`config.mk`:
```
export PLATFORM = sky130hd
export DESIGN_NAME = pcs_core
export DESIGN_NICKNAME = d
export VERILOG_FILES = /design/src/pcs_pkg.sv /design/src/pcs_ind_decode.sv /design/src/pcs_core.sv
export SDC_FILE = /design/constraint.sdc
export NUM_CORES = 1
export LEC_CHECK = 0
export BUFFER_PORTS_ARGS = -buffer_cell sky130_fd_sc_hd__buf_4
export CORE_MARGIN = 4
export CORE_UTILIZATION = 58
export DETAILED_ROUTE_END_ITERATION = 16
export PLACE_DENSITY = 0.87
export SLEW_MARGIN = 10
export SYNTH_ARGS = -nofsm -noshare
export SYNTH_HDL_FRONTEND = slang
export SYNTH_SLANG_ARGS = --single-unit
```
`constraint.sdc`:
```
create_clock -name aclk -period 7.8 [get_ports aclk]
set_input_delay 0.39 -clock aclk [delete_from_list [all_inputs] [get_ports aclk]]
set_output_delay 0.39 -clock aclk [all_outputs]
set_load 0.02 [all_outputs]
```
`src/pcs_pkg.sv`:
```
/*
 pcs_pkg: constants, register offsets, types for the pc/stack/indirect unit.
 assumes: included before every design file of the unit.
*/
`default_nettype none
package pcs_pkg;
	// ----------------------------------------------------------------
	// widths and stack
	// ----------------------------------------------------------------
	localparam int PCS_PC_W    = 15;
	localparam int PCS_DEPTH   = 16;
	localparam int PCS_SP_W    = 5;
	localparam logic [4:0]  PCS_SP_RESET = 5'h1F;
	localparam logic [14:0] PCS_PC_RESET = 15'h0000;
	localparam logic [14:0] PCS_PC_ONE   = 15'h0001;
	// ----------------------------------------------------------------
	// axi register byte offsets
	// ----------------------------------------------------------------
	localparam logic [7:0] PCS_OFS_TOP_LOW  = 8'h00;
	localparam logic [7:0] PCS_OFS_TOP_HIGH = 8'h04;
	localparam logic [7:0] PCS_OFS_INDEX    = 8'h08;
	localparam logic [7:0] PCS_OFS_CONTROL  = 8'h0C;
	localparam logic [7:0] PCS_OFS_STATUS   = 8'h10;
	localparam logic [7:0] PCS_OFS_PC       = 8'h14;
	localparam logic [7:0] PCS_OFS_PAGE     = 8'h18;
	localparam int PCS_CTL_SRE_BIT  = 0;
	localparam int PCS_STS_OVF_BIT  = 0;
	localparam int PCS_STS_UNF_BIT  = 1;
	localparam logic [1:0] PCS_RESP_OKAY   = 2'h0;
	localparam logic [1:0] PCS_RESP_SLVERR = 2'h2;
	// ----------------------------------------------------------------
	// indirect address map
	// ----------------------------------------------------------------
	localparam logic [15:0] PCS_TRAD_LAST   = 16'h0FFF;
	localparam logic [15:0] PCS_LIN_FIRST   = 16'h2000;
	localparam logic [15:0] PCS_LIN_LAST    = 16'h29AF;
	localparam logic [7:0]  PCS_EE_HIGH     = 8'h70;
	localparam logic [6:0]  PCS_RAM_BYTES   = 7'h50;
	localparam logic [6:0]  PCS_RAM_BASE    = 7'h20;
	localparam logic [6:0]  PCS_BANK_MASK   = 7'h7F;
	localparam logic [6:0]  PCS_PORT0_OFS   = 7'h00;
	localparam logic [6:0]  PCS_PORT1_OFS   = 7'h01;
	localparam logic [7:0]  PCS_ZERO_BYTE   = 8'h00;

	typedef enum logic [2:0] {
		PCS_OP_NONE   = 3'h0,
		PCS_OP_CALL   = 3'h1,
		PCS_OP_CALL_COMPUTED = 3'h2,
		PCS_OP_ACC_BRANCH    = 3'h3,
		PCS_OP_IMM_JUMP      = 3'h4,
		PCS_OP_INT    = 3'h5,
		PCS_OP_RET    = 3'h6,
		PCS_OP_PCLWR  = 3'h7
	} pcs_op_type;

	typedef enum logic [2:0] {
		PCS_REG_TRAD  = 3'h0,
		PCS_REG_LIN   = 3'h1,
		PCS_REG_EE    = 3'h2,
		PCS_REG_FLASH = 3'h3,
		PCS_REG_SELF  = 3'h4,
		PCS_REG_NONE  = 3'h5
	} pcs_region_type;

	// decoded indirect access toward the memories
	typedef struct packed {
		pcs_region_type region;
		logic [15:0]    addr;
		logic           wr_allow;
		logic           extra_cycle;
	} pcs_ind_type;
endpackage
`default_nettype wire

```
`src/pcs_ind_decode.sv`:
```
/*
 pcs_ind_decode: maps a 16-bit indirect pointer to a memory region.
 assumes: combinational use by the core's operand sequencer.
*/
`timescale 1ns/1ps
`default_nettype none
module pcs_ind_decode
	import pcs_pkg::*;
(
	input  wire logic [15:0] pointer,
	output pcs_ind_type      dec
);
	logic [15:0] lin_ofs;
	logic [6:0]  bank;
	logic [6:0]  inbank;
	logic [13:0] lin_abs;

	// ------------------------------------------------------------
	// linear view: 80-byte ram slices of successive banks
	// ------------------------------------------------------------
	always_comb begin
		lin_ofs = pointer - PCS_LIN_FIRST;
		bank    = 7'(lin_ofs / 16'(PCS_RAM_BYTES));
		inbank  = 7'(lin_ofs % 16'(PCS_RAM_BYTES));
		lin_abs = {bank, PCS_RAM_BASE + inbank};
	end

	// region select in priority order
	always_comb begin
		dec.addr        = pointer;
		dec.wr_allow    = 1'b0;
		dec.extra_cycle = 1'b0;
		dec.region      = PCS_REG_NONE;
		if (pointer[15]) begin
			dec.region      = PCS_REG_FLASH;
			dec.addr        = {1'b0, pointer[14:0]};
			dec.extra_cycle = 1'b1;
		end else if (pointer[15:8] == PCS_EE_HIGH) begin
			dec.region      = PCS_REG_EE;
			dec.addr        = {8'h00, pointer[7:0]};
			dec.extra_cycle = 1'b1;
		end else if (pointer <= PCS_TRAD_LAST) begin
			if ((pointer[6:0] & PCS_BANK_MASK) == PCS_PORT0_OFS ||
			    pointer[6:0] == PCS_PORT1_OFS) begin
				dec.region = PCS_REG_SELF;
			end else begin
				dec.region   = PCS_REG_TRAD;
				dec.wr_allow = 1'b1;
			end
		end else if (pointer >= PCS_LIN_FIRST && pointer <= PCS_LIN_LAST) begin
			dec.region   = PCS_REG_LIN;
			dec.addr     = {2'b00, lin_abs};
			dec.wr_allow = 1'b1;
		end
	end
endmodule
`default_nettype wire

```
`src/pcs_core.sv`:
```
/*
 pcs_core: program counter loader, 16-entry return stack and indirect
 port front end, with an axi4-lite register slave.
 assumes: one clock aclk at 10 MHz; the sequencer gives one op per cycle
 and memories answer reads within one cycle of mem_rd.
*/
// Behaviour
// - call loads pc from operand and latch
// - computed call: low from acc, high latch
// - acc branch: pc plus one plus acc
// - imm branch: pc plus one plus signed
// - sixteen entry fifteen bit return stack
// - push on calls, pop on returns
// - stack wraps when reset disabled
// - overflow and underflow flags always set
// - stack fault resets when reset enabled
// - five bit index, readable top pair
// - push bumps then writes; pop reads then drops
// - indirect port acts at pointer address
// - pointer at port: read zero, no write
// - low 4k maps to absolute addresses
// - linear region chains bank ram blocks
// - unimplemented linear reads give zero
// - common memory outside linear region
// - 0x70 page reads eeprom, no writes
// - eeprom read adds one cycle
// - flash high half, low byte, no writes
// - flash read adds one cycle
// - reset clears program counter
// - low byte write loads latch high
`timescale 1ns/1ps
`default_nettype none
module pcs_core
	import pcs_pkg::*;
#(
	parameter int DEPTH = PCS_DEPTH
)(
	input  wire logic        aclk,
	input  wire logic        aresetn,
	// sequencer side
	input  wire pcs_op_type  op,
	input  wire logic [10:0] operand,
	input  wire logic [7:0]  acc,
	input  wire logic [6:0]  page_latch,
	input  wire logic [7:0]  pc_low_wdata,
	input  wire logic        stack_reset_enable,
	output logic [14:0]      pc_ff,
	output logic [14:0]      return_pc,
	output logic             stack_fault_reset,
	// indirect port side
	input  wire logic        ind_req,
	input  wire logic        ind_we,
	input  wire logic [15:0] pointer,
	input  wire logic [7:0]  ind_wdata,
	output logic             ind_stall,
	output logic             mem_rd,
	output logic             mem_wr,
	output pcs_ind_type      mem_sel,
	input  wire logic [7:0]  mem_rdata,
	input  wire logic [13:0] flash_rdata,
	input  wire logic        mem_implemented,
	output logic [7:0]       ind_rdata_ff,
	// axi4-lite slave
	input  wire logic [7:0]  s_awaddr,
	input  wire logic        s_awvalid,
	output logic             s_awready,
	input  wire logic [31:0] s_wdata,
	input  wire logic [3:0]  s_wstrb,
	input  wire logic        s_wvalid,
	output logic             s_wready,
	output logic [1:0]       s_bresp,
	output logic             s_bvalid,
	input  wire logic        s_bready,
	input  wire logic [7:0]  s_araddr,
	input  wire logic        s_arvalid,
	output logic             s_arready,
	output logic [31:0]      s_rdata,
	output logic [1:0]       s_rresp,
	output logic             s_rvalid,
	input  wire logic        s_rready
);
	// elaboration check: the five bit index serves sixteen entries only
	if (DEPTH != PCS_DEPTH) begin : g_depth_check
		$error("pcs_core: DEPTH must be 16 for a five bit index");
	end

	logic [14:0]         stack_mem [DEPTH];
	logic [PCS_SP_W-1:0] sp_ff;
	logic                ovf_ff;
	logic                unf_ff;
	logic                sre_ff;
	logic [14:0]         pc_inc;
	logic [14:0]         nxt_pc;
	logic                push;
	logic                pop;
	logic                ovf_ev;
	logic                unf_ev;
	logic [PCS_SP_W-1:0] nxt_sp;
	logic [3:0]          slot;
	pcs_ind_type         dec;
	logic                wait_ff;
	logic                aw_ff;
	logic                w_ff;
	logic [7:0]          awaddr_ff;
	logic [31:0]         wdata_ff;
	logic [3:0]          wstrb_ff;
	logic                bus_wr;
	logic                wr_top_lo;
	logic                wr_top_hi;
	logic                wr_index;
	logic                wr_ctl;
	logic                wr_sts;
	logic [31:0]         rd_val;
	logic                rd_ok;

	// ------------------------------------------------------------
	// program counter
	// ------------------------------------------------------------
	assign pc_inc = pc_ff + PCS_PC_ONE;

	always_comb begin
		unique case (op)
			PCS_OP_CALL:   nxt_pc = {page_latch[6:3], operand};
			PCS_OP_CALL_COMPUTED: nxt_pc = {page_latch, acc};
			PCS_OP_ACC_BRANCH: nxt_pc = pc_inc + {7'h00, acc};
			PCS_OP_IMM_JUMP: nxt_pc = pc_inc +
				{{6{operand[8]}}, operand[8:0]};
			PCS_OP_RET:    nxt_pc = stack_mem[slot];
			PCS_OP_PCLWR:  nxt_pc = {page_latch, pc_low_wdata};
			PCS_OP_INT:    nxt_pc = PCS_PC_ONE << 2;
			PCS_OP_NONE:   nxt_pc = ind_stall ? pc_ff : pc_inc;
		endcase
	end

	// pc update; reset or a stack fault clears it
	always_ff @(posedge aclk) begin
		if (!aresetn || stack_fault_reset)
			pc_ff <= PCS_PC_RESET;
		else
			pc_ff <= nxt_pc;
	end

	// ------------------------------------------------------------
	// return stack
	// ------------------------------------------------------------
	assign push   = (op == PCS_OP_CALL) || (op == PCS_OP_CALL_COMPUTED) ||
	                (op == PCS_OP_INT);
	assign pop    = (op == PCS_OP_RET);
	assign nxt_sp = push ? sp_ff + 5'h01 : sp_ff - 5'h01;
	assign ovf_ev = push && (sp_ff == 5'h0F);
	assign unf_ev = pop && (sp_ff == PCS_SP_RESET);
	assign slot   = sp_ff[3:0];
	assign return_pc = stack_mem[slot];
	assign stack_fault_reset = sre_ff && (ovf_ev || unf_ev);

	// stack pointer, writable from the bus; a fault with reset reinits
	always_ff @(posedge aclk) begin
		if (!aresetn || stack_fault_reset)
			sp_ff <= PCS_SP_RESET;
		else if (push)
			sp_ff <= {1'b0, nxt_sp[3:0]};
		else if (pop)
			sp_ff <= (sp_ff == 5'h00) ? PCS_SP_RESET :
				{1'b0, nxt_sp[3:0]};
		else if (wr_index && wstrb_ff[0])
			sp_ff <= wdata_ff[4:0];
	end

	// stack entries: pushed pc or bus writes through the top pair
	always_ff @(posedge aclk) begin
		if (push)
			stack_mem[nxt_sp[3:0]] <= pc_inc;
		else if (wr_top_lo && wstrb_ff[0])
			stack_mem[slot][7:0] <= wdata_ff[7:0];
		else if (wr_top_hi && wstrb_ff[0])
			stack_mem[slot][14:8] <= wdata_ff[6:0];
	end

	// sticky fault flags; hardware set wins over software clear
	always_ff @(posedge aclk) begin
		if (!aresetn) begin
			ovf_ff <= 1'b0;
			unf_ff <= 1'b0;
		end else begin
			ovf_ff <= ovf_ev || (ovf_ff &&
				!(wr_sts && wdata_ff[PCS_STS_OVF_BIT]));
			unf_ff <= unf_ev || (unf_ff &&
				!(wr_sts && wdata_ff[PCS_STS_UNF_BIT]));
		end
	end

	// stack reset enable bit, set while the strap is high and no bus write is pending; reset clears it, a control write loads wdata bit 0
	always_ff @(posedge aclk) begin
		if (!aresetn)
			sre_ff <= 1'b0;
		else if (wr_ctl && wstrb_ff[0])
			sre_ff <= wdata_ff[PCS_CTL_SRE_BIT];
		else if (!aw_ff && !w_ff && stack_reset_enable)
			sre_ff <= 1'b1;
	end

	// ------------------------------------------------------------
	// indirect port
	// ------------------------------------------------------------
	pcs_ind_decode i_pcs_ind_decode (
		.pointer (pointer),
		.dec     (dec)
	);

	assign mem_sel   = dec;
	assign ind_stall = ind_req && !ind_we && dec.extra_cycle &&
	                   !wait_ff;
	assign mem_rd    = ind_req && !ind_we;
	assign mem_wr    = ind_req && ind_we && dec.wr_allow;

	// one wait state for eeprom and flash reads
	always_ff @(posedge aclk) begin
		if (!aresetn)
			wait_ff <= 1'b0;
		else
			wait_ff <= ind_stall;
	end

	// read data register
	always_ff @(posedge aclk) begin
		if (!aresetn)
			ind_rdata_ff <= PCS_ZERO_BYTE;
		else if (mem_rd && !ind_stall) begin
			unique case (dec.region)
				PCS_REG_FLASH: ind_rdata_ff <= flash_rdata[7:0];
				PCS_REG_EE:    ind_rdata_ff <= mem_rdata;
				PCS_REG_TRAD:  ind_rdata_ff <= mem_rdata;
				PCS_REG_LIN:   ind_rdata_ff <= mem_implemented ?
					mem_rdata : PCS_ZERO_BYTE;
				PCS_REG_SELF:  ind_rdata_ff <= PCS_ZERO_BYTE;
				default:       ind_rdata_ff <= PCS_ZERO_BYTE;
			endcase
		end
	end

	// ------------------------------------------------------------
	// axi4-lite write channel
	// ------------------------------------------------------------
	assign s_awready = !aw_ff && !s_bvalid;
	assign s_wready  = !w_ff && !s_bvalid;
	assign bus_wr    = aw_ff && w_ff && !s_bvalid;
	assign wr_top_lo = bus_wr && awaddr_ff == PCS_OFS_TOP_LOW;
	assign wr_top_hi = bus_wr && awaddr_ff == PCS_OFS_TOP_HIGH;
	assign wr_index  = bus_wr && awaddr_ff == PCS_OFS_INDEX;
	assign wr_ctl    = bus_wr && awaddr_ff == PCS_OFS_CONTROL;
	assign wr_sts    = bus_wr && awaddr_ff == PCS_OFS_STATUS &&
	                   wstrb_ff[0];

	// address and data capture in either order
	always_ff @(posedge aclk) begin
		if (!aresetn) begin
			aw_ff     <= 1'b0;
			w_ff      <= 1'b0;
			awaddr_ff <= 8'h00;
			wdata_ff  <= 32'h0000_0000;
			wstrb_ff  <= 4'h0;
		end else begin
			if (s_awvalid && s_awready) begin
				aw_ff     <= 1'b1;
				awaddr_ff <= s_awaddr;
			end else if (bus_wr)
				aw_ff <= 1'b0;
			if (s_wvalid && s_wready) begin
				w_ff     <= 1'b1;
				wdata_ff <= s_wdata;
				wstrb_ff <= s_wstrb;
			end else if (bus_wr)
				w_ff <= 1'b0;
		end
	end

	// write response
	always_ff @(posedge aclk) begin
		if (!aresetn) begin
			s_bvalid <= 1'b0;
			s_bresp  <= PCS_RESP_OKAY;
		end else if (bus_wr) begin
			s_bvalid <= 1'b1;
			s_bresp  <= (awaddr_ff <= PCS_OFS_STATUS) ?
				PCS_RESP_OKAY : PCS_RESP_SLVERR;
		end else if (s_bready)
			s_bvalid <= 1'b0;
	end

	// ------------------------------------------------------------
	// axi4-lite read channel
	// ------------------------------------------------------------
	assign s_arready = !s_rvalid;

	always_comb begin
		rd_val = 32'h0000_0000;
		rd_ok  = 1'b1;
		unique case (s_araddr)
			PCS_OFS_TOP_LOW:  rd_val[7:0]  = return_pc[7:0];
			PCS_OFS_TOP_HIGH: rd_val[6:0]  = return_pc[14:8];
			PCS_OFS_INDEX:    rd_val[4:0]  = sp_ff;
			PCS_OFS_CONTROL:  rd_val[0]    = sre_ff;
			PCS_OFS_STATUS:   rd_val[1:0]  = {unf_ff, ovf_ff};
			PCS_OFS_PC:       rd_val[14:0] = pc_ff;
			PCS_OFS_PAGE:     rd_val[6:0]  = page_latch;
			default:          rd_ok        = 1'b0;
		endcase
	end

	// read data and response registers
	always_ff @(posedge aclk) begin
		if (!aresetn) begin
			s_rvalid <= 1'b0;
			s_rdata  <= 32'h0000_0000;
			s_rresp  <= PCS_RESP_OKAY;
		end else if (s_arvalid && s_arready) begin
			s_rvalid <= 1'b1;
			s_rdata  <= rd_val;
			s_rresp  <= rd_ok ? PCS_RESP_OKAY : PCS_RESP_SLVERR;
		end else if (s_rready)
			s_rvalid <= 1'b0;
	end

	// ------------------------------------------------------------
	// checks
	// ------------------------------------------------------------
	call_target_a: assert property (@(posedge aclk) disable iff (!aresetn)
		op == PCS_OP_CALL && !stack_fault_reset |=>
		pc_ff == {$past(page_latch[6:3]), $past(operand)})
		else $error("call target wrong");
	computed_call_a: assert property (@(posedge aclk) disable iff (!aresetn)
		op == PCS_OP_CALL_COMPUTED && !stack_fault_reset |=>
		pc_ff == {$past(page_latch), $past(acc)})
		else $error("computed call target wrong");
	acc_branch_a: assert property (@(posedge aclk) disable iff (!aresetn)
		op == PCS_OP_ACC_BRANCH |=>
		pc_ff == 15'($past(pc_ff) + 15'h0001 + {7'h00, $past(acc)}))
		else $error("acc branch target wrong");
	push_ret_a: assert property (@(posedge aclk) disable iff (!aresetn)
		push && !stack_fault_reset ##1 (op == PCS_OP_NONE && !bus_wr)
		##1 pop |=> pc_ff == 15'($past(pc_ff, 3) + 15'h0001))
		else $error("return address wrong");
	ovf_flag_a: assert property (@(posedge aclk) disable iff (!aresetn)
		ovf_ev |=> ovf_ff)
		else $error("overflow flag not set");
	fault_reset_a: assert property (@(posedge aclk) disable iff (!aresetn)
		sre_ff && unf_ev |=> pc_ff == PCS_PC_RESET &&
		sp_ff == PCS_SP_RESET)
		else $error("stack fault did not reset");
	wrap_push_a: assert property (@(posedge aclk) disable iff (!aresetn)
		!sre_ff && push && sp_ff == 5'h0F |=> sp_ff == 5'h00)
		else $error("stack did not wrap");
	self_zero_a: assert property (@(posedge aclk) disable iff (!aresetn)
		mem_rd && dec.region == PCS_REG_SELF |=>
		ind_rdata_ff == PCS_ZERO_BYTE)
		else $error("self pointer read not zero");
	ro_write_a: assert property (@(posedge aclk) disable iff (!aresetn)
		(dec.region == PCS_REG_EE || dec.region == PCS_REG_FLASH) |->
		!mem_wr)
		else $error("write to read only region");
	slow_read_a: assert property (@(posedge aclk) disable iff (!aresetn)
		mem_rd && dec.extra_cycle && !wait_ff |-> ind_stall ##1
		!ind_stall)
		else $error("extra read cycle wrong");

	cov_call_ret_c: cover property (@(posedge aclk) push ##[1:8] pop);
	cov_ovf_c: cover property (@(posedge aclk) ovf_ev);
	cov_ee_c: cover property (@(posedge aclk)
		mem_rd && dec.region == PCS_REG_EE);
	cov_bus_c: cover property (@(posedge aclk) bus_wr && wr_index);
endmodule
`default_nettype wire

```
==> run summary, run 1 <==
Worst-Skew Late Latency -> 540 ps
R2R depth -> 22
Rel. slew slack -> 17.8%
Crit. Startpoint -> pointer[13]
CTS root buf -> clkbuf_16
Worst-margin pin slew -> 1230 ps
Remaining DRCs -> 0
Final count of pins violating max slew -> 0
Synth Instances -> 1,423
Hold Buf Count CTS -> 0
Setup TNS Final -> 0 ps
All-Layer GR Usage -> 30.2%
Routability cong. -> 0.948
Clk sinks -> 314
Fin Hold WS -> 60.2 ps
Worst hold start -> s_rready
PwrDens -> 254 nW/um2
Global route overflow -> 0
Hpwl dp -> 33,600 um
Die ar. -> 31,200 um2
Detailed-route via count -> 13.2k
Critical Path Source Type -> input port
I/O pin total -> 250
Port bufs -> 188
WP data arrival -> 6890 ps
Outcome -> finished, final reports clean
CTS tree -> yes
Die W -> 177 um
Yosys warning total -> 0
Core ar. -> 27,900 um2
Vias in the first global route -> 12.7k
Initial DRC Count -> 2,117
Number of flops mapped to enable cells by yosys -> 240
Final min period -> 7280 ps
Worst vdd ir -> 0.188 mV
Initial antenna violation count -> 0
Die Ht -> 177 um
RSZ-0062 raised after global routing -> no
Starting density of the core -> 59.1%
Worst-path clk slew -> 50 ps
FF-to-FF Start -> pc_ff[0]$_SDFFE_PP0P_
# rows -> 61
Fillers -> 1,904
Final setup vio count -> 0
Max FO, Critical Path -> 19
Reg-to-reg setup timing slack -> 2850 ps
Mean routed wirelength per cell -> 24.4 um
Hold Path Class -> in2reg
Number of max-cap violations -> 0
H-Tree Depth -> 2
Routed WL -> 48,100 um
Seq cells post-synth -> 314
Endpoint class of the critical path -> output pin
Post-Layout Cell Count -> 1,977
Number of library cell types mapped by synthesis -> 95
Reg2reg end -> pc_ff[14]$_SDFFE_PP0P_
Register area -> 8690 um2
Routed Antenna Nets -> 0
Pin count of the biggest net entering global routing -> 61
Buffer depth of the longest clock path -> 3
CTS Buf Count -> 34
Synth async-reset ratio -> 0%
Register area share after synthesis -> 52.7%
Layout cells sized above 1 -> 22.9%
Hold Path Depth -> 2
Worst EP required -> 7410 ps
Static leakage -> 7.07 nW
Final Power -> 4.88 mW
Kind of critical path -> in2out
Ratio of final minimum period to clock period -> 93.4%
Area occupied by multi-input gates -> 7250 um2
Layout Skew -> 22.0 ps
First-pass GRT wire length -> 73,500 um
DR vias/cell -> 6.69
Final Hold Vio Count -> 0
Mean Syn Cell Area -> 11.6 um2
Inst Count DP -> 1,915
Synth Cell Area -> 16,500 um2
Worst hold endpoint -> s_rvalid$_SDFFE_PN0P_
DR pass1 iterations -> 7
F_max -> 137 MHz
Top FF cell, synth -> edfxtp_1
Antenna cells -> 0
Fin nets -> 1,740
Synth-to-Final Area Change -> 16.3%
[worst max-delay path, cell delays in order]
cell and delay, ps:
buf_4 210, inv_1 160, ha_1 590, nand2b_1 210, a2111oi_2 700, o311a_1 250
a211o_1 180, a211oi_2 170, o21ai_0 970, nor3b_4 470, nor3_1 130, a211oi_1 430
nand4_1 210, a21boi_0 430, o2bb2ai_2 170, and2_1 220, maj3_1 400, a211o_1 310
o2111ai_1 100, buf_4 170
[repair_timing]
action	CTS	global route
resized for setup	0	1
hold endpoints to repair	0	0
setup buffers	0	0
endpoints found under the setup margin	0	1
[cells in the final DEF (no fill, tap or decap), types with 34 or more instances in the layout]
cell type	n
buf_4	197
nor2_1	174
dfxtp_1	72
nand3_1	51
inv_1	47
mux4_2	75
clkbuf_16	34
nor3_1	41
edfxtp_1	240
o21ai_0	59
nand2_1	93
a21oi_1	86
[through the flow]
stage / utilization (%) / setup slack (ps) / cell area [um2]
final: 68.7 / 517 / 19200
after global routing: 68.7 / 31.5 / 19200
after CTS: 68.6 / 507 / 19200
after detailed placement: 64.6 / 562 / 18000
after global placement: 64.6 / 766 / 18000
after floorplan: - / 1600 / 16600
[routing by layer]
| metal | track usage [%] | vias to the layer above | part of all wire, % |
|---|---|---|---|
| met1 | 39.5 | 6303 | 36 |
| met4 | 12.4 | 0 | 5.5 |
| li1 | - | 5744 | - |
| met2 | 50.1 | 944 | 47 |
| met3 | 5.66 | 238 | 12 |
| met5 | 0 | - | 0 |
[worst max path at each step]
| stage | end | slack, ps | cells past startpoint |
|---|---|---|---|
| after global routing | mem_sel[6] | 30 | 20 |
| after detailed placement | mem_sel[6] | 560 | 22 |
| after floorplan | mem_sel[8] | 1600 | 22 |
| after global placement | mem_sel[6] | 770 | 22 |
| after CTS | mem_sel[6] | 510 | 22 |
| final | mem_sel[6] | 520 | 20 |
[where the power goes]
group	internal, mW	total, mW	switching [mW]	leakage, nW
Combinational	0.476	1.26	0.782	3.70
Clock	0.947	1.63	0.682	0.548
Sequential	1.91	1.99	0.0743	2.82
[cell usage after synthesis (all sizes together) (13+ instances only)]
master	number	area share, %
nand2b	13	0.54
mux2i	14	0.85
o211ai	19	0.86
nor3	44	1.5
a31oi	14	0.53
a21oi	91	2.8
a22oi	24	1.1
o21ai	62	1.9
xnor2	31	1.7
edfxtp	240	44
nand3	51	1.5
inv	47	1.1
nand2	93	2.1
dfxtp	74	9.0
nor2	175	4.0
clkbuf	65	1.5
mux4	75	10
a211oi	20	1.0
a221oi	17	0.90
ha	19	1.4
buf	37	1.5
[area by class of cell]
cell class	instances	share of cell area, %
multi-input combinational	978	37.7
timing repair buffer	197	7.70
clock buffer	37	4.49
clock inverter	25	1.38
tap	378	2.46
inverter	48	0.938
sequential	314	45.3
[sequential cells by signal (all words and copies together), names as in the netlist, named ones only]
signal,cells
aw_ff,1
awaddr_ff,8
ind_rdata_ff,8
ovf_ff,1
pc_ff,15
s_bresp,1
s_bvalid,1
s_rdata,15
s_rresp,1
s_rvalid,1
sp_ff,5
sre_ff,1
stack_mem,240
unf_ff,1
w_ff,1
wait_ff,1
wdata_ff,8
wstrb_ff,1
[logic make-up (layout without fill, tap and decap cells)]
| kind of cell | count (synthesis) | count (layout) | synth area share, % |
|---|---|---|---|
| other | 1 | 20 | 0.0227 |
| xor gates and xnor gates | 40 | 40 | 2.21 |
| buffers and inverters | 150 | 307 | 4.05 |
| DFF | 314 | 314 | 52.7 |
| adders and majority gates | 24 | 24 | 1.87 |
| muxes | 97 | 97 | 11.7 |
| AOI/OAI and AO/OA | 349 | 349 | 14.8 |
| and+or+nand+nor | 448 | 448 | 12.7 |
(Power assumes the default switching activity.)
==> run 2: changes to the inputs <==
- ABC_AREA: default -> 1
- BUFFER_PORTS_ARGS: -buffer_cell sky130_fd_sc_hd__buf_4 -> default
- CELL_PAD_IN_SITES_DETAIL_PLACEMENT: default -> 1
- CELL_PAD_IN_SITES_GLOBAL_PLACEMENT: default -> 1
- CORE_UTILIZATION: 58 -> 49
- DONT_BUFFER_PORTS: default -> 1
- PLACE_DENSITY: 0.87 -> 0.86
==> run summary, run 2 <==
Global route overflow -> 0 (unchanged)
Max FO, Critical Path -> 11 (was 19)
Remaining DRCs -> 0 (unchanged)
Antenna cells -> 0 (unchanged)
Synth async-reset ratio -> 0% (unchanged)
Area occupied by multi-input gates -> 6700 um2 (was 7250 um2)
CTS Buf Count -> 31 (was 34)
Clk sinks -> 314 (unchanged)
Routed Antenna Nets -> 0 (unchanged)
Die ar. -> 37,000 um2 (was 31,200 um2)
Worst-Skew Late Latency -> 590 ps (was 540 ps)
Final Power -> 5.38 mW (was 4.88 mW)
Rel. slew slack -> 14.0% (was 17.8%)
Largest Register -> stack_mem (unchanged)
F_max -> 154 MHz (was 137 MHz)
Buffer depth of the longest clock path -> 3 (unchanged)
Hold Path Class -> in2reg (unchanged)
Mean Syn Cell Area -> 9.02 um2 (was 11.6 um2)
Top flop regs -> stack_mem: 240 flops, pc_ff: 15 flops, s_rdata: 15 flops (unchanged)
Kind of critical path -> in2out (unchanged)
Routed WL -> 52,400 um (was 48,100 um)
Starting density of the core -> 49.7% (was 59.1%)
Hold Path Depth -> 2 (unchanged)
# rows -> 67 (was 61)
CP bufs+invs -> 5 (was 3)
I/O pin total -> 250 (unchanged)
Number of library cell types mapped by synthesis -> 56 (was 95)
Most frequent cells in the layout -> 277 x nand2_1, 240 x edfxtp_1, 239 x inv_1 (was 240 x edfxtp_1, 197 x buf_4, 174 x nor2_1)
First-pass GRT wire length -> 80,200 um (was 73,500 um)
Reg-to-reg setup timing slack -> 2880 ps (was 2850 ps)
Most common cell after layout, fill and taps aside -> nand2_1 (was edfxtp_1)
Critical Path Source Type -> input port (unchanged)
H-Tree Depth -> 1 (was 2)
Ratio of final minimum period to clock period -> 83.2% (was 93.4%)
Area contributors post-synth -> edfxtp_1 43%, dfxtp_1 8.9%, nand2_1 6.2% (was edfxtp_1 44%, mux4_2 10%, dfxtp_1 9.0%)
Initial antenna violation count -> 1 (was 0)
Die W -> 192 um (was 177 um)
Final Hold Vio Count -> 0 (unchanged)
PwrDens -> 295 nW/um2 (was 254 nW/um2)
Worst-path clk slew -> 70 ps (was 50 ps)
Number of flops mapped to enable cells by yosys -> 240 (unchanged)
Worst path depth -> 45 (was 20)
Core ar. -> 33,500 um2 (was 27,900 um2)
Post-synthesis simple-gate area fraction -> 17.3% (was 12.7%)
Final count of pins violating max slew -> 0 (unchanged)
Top cells by count, synth -> 277 x nand2_1, 240 x edfxtp_1, 239 x inv_1, 180 x o21ai_0, 157 x nor2_1 (was 240 x edfxtp_1, 175 x nor2_1, 93 x nand2_1, 89 x a21oi_1, 75 x mux4_2)
Fillers -> 3,879 (was 1,904)
Routability cong. -> 0.949 (was 0.948)
Register area share after synthesis -> 52.1% (was 52.7%)
Static leakage -> 7.52 nW (was 7.07 nW)
Number of max-cap violations -> 0 (unchanged)
Layout Skew -> 8.76 ps (was 22.0 ps)
CTS root buf -> clkbuf_16 (unchanged)
Worst vdd ir -> 0.259 mV (was 0.188 mV)
Pin count of the biggest net entering global routing -> 181 (was 61)
Setup TNS Final -> 0 ps (unchanged)
Count leader, synth -> nand2_1 (was edfxtp_1)
Worst-margin pin slew -> 1280 ps (was 1230 ps)
Initial DRC Count -> 879 (was 2,117)
Worst EP required -> 7410 ps (about the same)
Seq cells post-synth -> 314 (unchanged)
Mean routed wirelength per cell -> 22.6 um (was 24.4 um)
Detailed-route via count -> 13.8k (was 13.2k)
Port bufs -> 0 (was 188)
CTS tree -> yes (unchanged)
Register area -> 8690 um2 (unchanged)
Yosys warning total -> 0 (unchanged)
Synth-to-Final Area Change -> 9.33% (was 16.3%)
Die Ht -> 192 um (was 177 um)
Final min period -> 6490 ps (was 7280 ps)
FF-to-FF Start -> pc_ff[0]$_SDFFE_PP0P_ (unchanged)
Synth Area in XOR/XNOR -> 1.21% (was 2.21%)
DR pass1 iterations -> 5 (was 7)
RSZ-0062 raised after global routing -> no (unchanged)
Synth Instances -> 1,847 (was 1,423)
Main combinational cell family by area after synthesis -> simple AND/OR/NAND/NOR gates (was compound AO/OA/AOI/OAI gates)
Post-synth top area share -> 43.2% (was 43.7%)
Synth Area in Compound Gates -> 15.5% (was 14.8%)
WP data arrival -> 6100 ps (was 6890 ps)
R2R depth -> 32 (was 22)
Area leader, netlist -> edfxtp_1 (unchanged)
Fin nets -> 2,010 (was 1,740)
Layout cells sized above 1 -> 8.78% (was 22.9%)
Adder-Cell Fraction of Synth Area -> 1.67% (was 1.87%)
Reg2reg end -> pc_ff[12]$_SDFFE_PP0P_ (was pc_ff[14]$_SDFFE_PP0P_)
Outcome -> finished, final reports clean (unchanged)
Worst hold endpoint -> wdata_ff[2]$_SDFFE_PN0P_ (was s_rvalid$_SDFFE_PN0P_)
Synth Cell Area -> 16,700 um2 (was 16,500 um2)
Mux share of post-synthesis cell area -> 3.81% (was 11.7%)
Endpoint class of the critical path -> output pin (unchanged)
Slowest-stage cell, CP -> xor2_1 (was o21ai_0)
All-Layer GR Usage -> 27.7% (was 30.2%)
Top FF cell, synth -> edfxtp_1 (unchanged)
Final setup vio count -> 0 (unchanged)
DR vias/cell -> 5.95 (was 6.69)
CP top delay family -> simple AND/OR/NAND/NOR gates (was compound AO/OA/AOI/OAI gates)
Vias in the first global route -> 14.3k (was 12.7k)
Worst hold start -> s_wdata[2] (was s_rready)
Critical Path Max Stage Delay -> 410 ps (was 970 ps)
Max FFs per register -> 240 (unchanged)
Hpwl dp -> 37,900 um (was 33,600 um)
## run 2: cell types whose count changed after synthesis, sizes merged, moves of 13 or more
cell	delta
mux2i	+46
a21oi	+54
o211ai	+46
xnor2	-26
a22oi	-17
a211oi	-14
nand2	+217
inv	+200
nand2b	-13
mux4	-75
nand3	+32
o21ai	+120
## run 2: layout make-up
type / instances / area share, %
Sequential cell: 314 / 47.7
Inverter: 252 / 5.20
Multi-Input combinational cell: 1208 / 36.8
Clock inverter: 22 / 1.15
Timing Repair Buffer: 36 / 1.72
Tap cell: 448 / 3.08
Clock buffer: 36 / 4.36
## run 2: per-layer routing
layer  vias to the layer above  share of wire [%]  GRT usage (%)
met2                       466                 50           49.2
met1                      6816                 39           33.2
met4                         2                4.8           11.4
met5                         -              0.013              0
li1                       6348                  -              -
met3                       137                6.3           4.76
## run 2: metrics by stage
stage	hold slack, ps	utilization (%)	setup WS, ps	instance area, um2	instances
CTS	8.71	54.2	1320	18200	2316
global placement	460	50.9	1630	17100	2246
floorplan	444	-	2290	16700	1866
detailed placement	477	50.9	1340	17100	2246
global route	25.2	54.3	737	18200	2316
finish	14.3	54.3	1310	18200	2316
## run 2: how the worst max path moves through the flow
| stage | from | to |
|---|---|---|
| final | pointer[13] | mem_sel[6] |
| after global routing | pointer[13] | mem_sel[6] |
| after CTS | pointer[13] | mem_sel[6] |
| after detailed placement | pointer[13] | mem_sel[6] |
| after global placement | pointer[13] | mem_sel[6] |
| after floorplan | pointer[13] | mem_sel[6] |
## run 2: logic make-up (layout without fill, tap and decap cells)
family | after synthesis | in the layout
and+or+nand+nor | 634 | 634
AOI/OAI and AO/OA | 447 | 447
buffers and inverters | 344 | 346
DFF | 314 | 314
muxes | 63 | 63
xor gates and xnor gates | 23 | 23
adders and majority gates | 21 | 21
other | 1 | 20
## run 2: what timing repair did
action                                  4_1_cts  5_1_grt
hold endpoints to repair                     28        0
hold buffers                                 12        0
buffers inserted                              0        0
endpoints found under the setup margin        0        0
gates resized for setup                       0        0
## run 2: power by group
group          internal (mW)  switching (mW)  leakage, nW  total [mW]
logic                  0.534            1.36         4.21        1.89
registers               1.91          0.0761         2.83        1.99
clock network          0.833           0.661        0.490        1.49
## run 2: worst register-to-register path: cells and delay by family (launching register included)
kind            cells  cell delay, ps
simple gates       15            1360
compound gates      6            1300
flops               1             760
buf+inv             9             640
xor+xnor            1             470
fa+ha+maj           1             310
==> run 3: changes to the inputs <==
- clock period: 7.8 -> 6.02 ns (I/O delays scaled with it)
==> run summary, run 3 (synthesis gave the netlist of run 2 again) <==
Outcome -> finished, violations left (was finished, final reports clean)
Failing checks -> hold timing, setup timing
Final setup vio count -> 4 (was 0)
Worst vdd ir -> 0.312 mV (was 0.259 mV)
Switching fraction of total power -> 40.8% (was 39.0%)
Remaining DRCs -> 0 (unchanged)
Post-Layout Cell Count -> 2,361 (was 2,316)
Most common cell after layout, fill and taps aside -> nand2_1 (unchanged)
Vias in the first global route -> 14.7k (was 14.3k)
Fin Hold WS -> -0.253 ps (was 14.3 ps)
Max FFs per register -> 240 (unchanged)
Clock power frac -> 25.3% (was 27.8%)
Most frequent cells in the layout -> 249 x nand2_1, 240 x edfxtp_1, 233 x inv_1 (was 277 x nand2_1, 240 x edfxtp_1, 239 x inv_1)
RSZ-0062 raised after global routing -> yes (was no)
NetSw -> 3.11 mW (was 2.10 mW)
Hpwl dp -> 38,500 um (was 37,900 um)
Pin count of the biggest net entering global routing -> 99 (was 181)
Initial antenna violation count -> 0 (was 1)
Die W -> 192 um (unchanged)
All-Layer GR Usage -> 29.1% (was 27.7%)
Int Pwr -> 4.51 mW (was 3.28 mW)
F_max -> 161 MHz
Final min period -> 6210 ps
Port bufs -> 0 (unchanged)
Hold Path Class -> in2reg (unchanged)
PwrDens -> 400 nW/um2 (was 295 nW/um2)
Dpl ws -> -169 ps (was 1340 ps)
Kind of critical path -> in2out (unchanged)
CTS Buf Count -> 30 (was 31)
Worst hold start -> mem_rdata[6] (was s_wdata[2])
Die ar. -> 37,000 um2 (unchanged)
Area occupied by multi-input gates -> 7160 um2 (was 6700 um2)
Buffer depth of the longest clock path -> 3 (unchanged)
Routability cong. -> 0.950 (was 0.949)
Worst-margin pin slew -> 1250 ps (was 1280 ps)
First-pass GRT wire length -> 83,800 um (was 80,200 um)
# rows -> 67 (unchanged)
Worst EP required -> 5720 ps (was 7410 ps)
Max FO, Critical Path -> 6 (was 11)
Critical Path Max Stage Delay -> 320 ps (was 410 ps)
Static leakage -> 7.82 nW (was 7.52 nW)
Largest Register -> stack_mem (unchanged)
Initial DRC Count -> 1,281 (was 879)
Worst-Skew Late Latency -> 580 ps (was 590 ps)
Core ar. -> 33,500 um2 (unchanged)
Fillers -> 3,833 (was 3,879)
Final Util -> 56.8% (was 54.3%)
Number of max-cap violations -> 0 (unchanged)
Comb pwr share -> 40.7% (was 35.2%)
Flop pwr share -> 34.0% (was 37.0%)
Slowest-stage cell, CP -> ha_4 (was xor2_1)
Layout Skew -> 12.4 ps (was 8.76 ps)
Detailed-route via count -> 14.3k (was 13.8k)
Most used cell, CP -> nand2_4
Starting density of the core -> 49.7% (unchanged)
Ratio of final minimum period to clock period -> 103%
Die Ht -> 192 um (unchanged)
H-Tree Depth -> 1 (unchanged)
Synth-to-Final Area Change -> 14.3% (was 9.33%)
Mean routed wirelength per cell -> 24.3 um (was 22.6 um)
Clk sinks -> 314 (unchanged)
Global route overflow -> 0 (unchanged)
Final count of pins violating max slew -> 0 (unchanged)
Critical Path Source Type -> input port (unchanged)
Layout cells sized above 1 -> 12.9% (was 8.78%)
Crit. Startpoint -> pointer[13] (unchanged)
CTS root buf -> clkbuf_16 (unchanged)
DR vias/cell -> 6.06 (was 5.95)
Worst-path clk slew -> 60 ps (was 70 ps)
Setup TNS Final -> -625 ps (was 0 ps)
Routed Antenna Nets -> 0 (unchanged)
Fin nets -> 2,056 (was 2,010)
WP data arrival -> 5910 ps (was 6100 ps)
Rel. slew slack -> 15.8% (was 14.0%)
Inst Count DP -> 2,249 (was 2,246)
DR pass1 iterations -> 5 (unchanged)
I/O pin total -> 250 (unchanged)
Routed WL -> 57,400 um (was 52,400 um)
FF-to-FF Start -> pc_ff[0]$_SDFFE_PP0P_ (unchanged)
Register area -> 8690 um2 (unchanged)
Top flop regs -> stack_mem: 240 flops, pc_ff: 15 flops, s_rdata: 15 flops (unchanged)
Final Hold Vio Count -> 1 (was 0)
Endpoint class of the critical path -> output pin (unchanged)
Final worst setup slack -> -192 ps (was 1310 ps)
CTS tree -> yes (unchanged)
[run 3: changes by cell type in the layout (fill, tap and decap cells not counted), moves of 3 or more]
cell,before,now
nand3_4,0,10
nand3_1,71,54
buf_4,23,46
nand3_2,12,19
inv_2,8,13
nor2_1,157,154
dlygate4sd3_1,12,33
inv_1,239,233
nor2_4,7,13
clkinv_2,9,6
nand2_1,277,249
nand2_4,6,29
nor2_2,8,5
nand2_2,27,34
[run 3: area by class of cell]
cell class,instances,area share [%]
multi-input cells,1210,37.6
well taps,448,2.94
clock inverters,18,1.07
diodes,1,0.0131
clock buffers,37,4.08
repair buffers,81,3.71
inverters,252,5.01
flip-flops and latches,314,45.6
[run 3: power by group through the flow]
stage / clock network (mW) / logic, mW / registers, mW
6_report: 1.93 / 3.10 / 2.60
5_1_grt: 2.03 / 3.35 / 2.60
4_1_cts: 1.94 / 2.54 / 2.59
3_5_place_dp: 0 / 2.42 / 2.64
3_3_place_gp: 0 / 2.30 / 2.63
2_1_floorplan: 0 / 1.86 / 2.58
[run 3: worst paths after layout]
path | to | slack (ps) | cells past startpoint
setup / recovery | mem_sel[6] | -190 | 41
hold / removal | ind_rdata_ff[6]$_SDFFE_PN0P_ | -0.3 | 4
setup reg to reg | pc_ff[12]$_SDFFE_PP0P_ | 1040 | 32
hold reg to reg | wdata_ff[7]$_SDFFE_PN0P_ | 500 | 2
[run 3: layer usage]
| layer | vias up | track usage (%) | share of wire (%) |
|---|---|---|---|
| li1 | 6422 | - | - |
| met1 | 7140 | 35.4 | 37 |
| met2 | 567 | 50.6 | 50 |
| met3 | 187 | 4.23 | 6.5 |
| met4 | 0 | 14.2 | 5.7 |
| met5 | - | 0 | 0 |
[run 3: stage by stage]
stage,hold WS [ps],total power [mW],area (um2)
final,-0.253,7.63,19100
after global routing,23.2,7.98,19100
after CTS,0.430,7.07,18500
after detailed placement,432,5.06,17100
after global placement,422,4.93,17100
after floorplan,444,4.44,16700
[run 3: what timing repair did]
item                                   4_1_cts  5_1_grt
gates cloned                                 1        1
pin swaps                                    8       54
buffers inserted                             1       20
gates resized for setup                     15       92
setup endpoints to repair                    4        5
hold buffers                                33        0
endpoints found under the hold margin       43        0
[run 3: critical path, delay by kind of cell]
family	cells	cell delay [ps]
AO/OA/AOI/OAI	4	950
XOR/XNOR	1	160
adder cells (fa/ha/maj)	1	320
buffers and inverters	6	640
AND/OR/NAND/NOR	29	3470
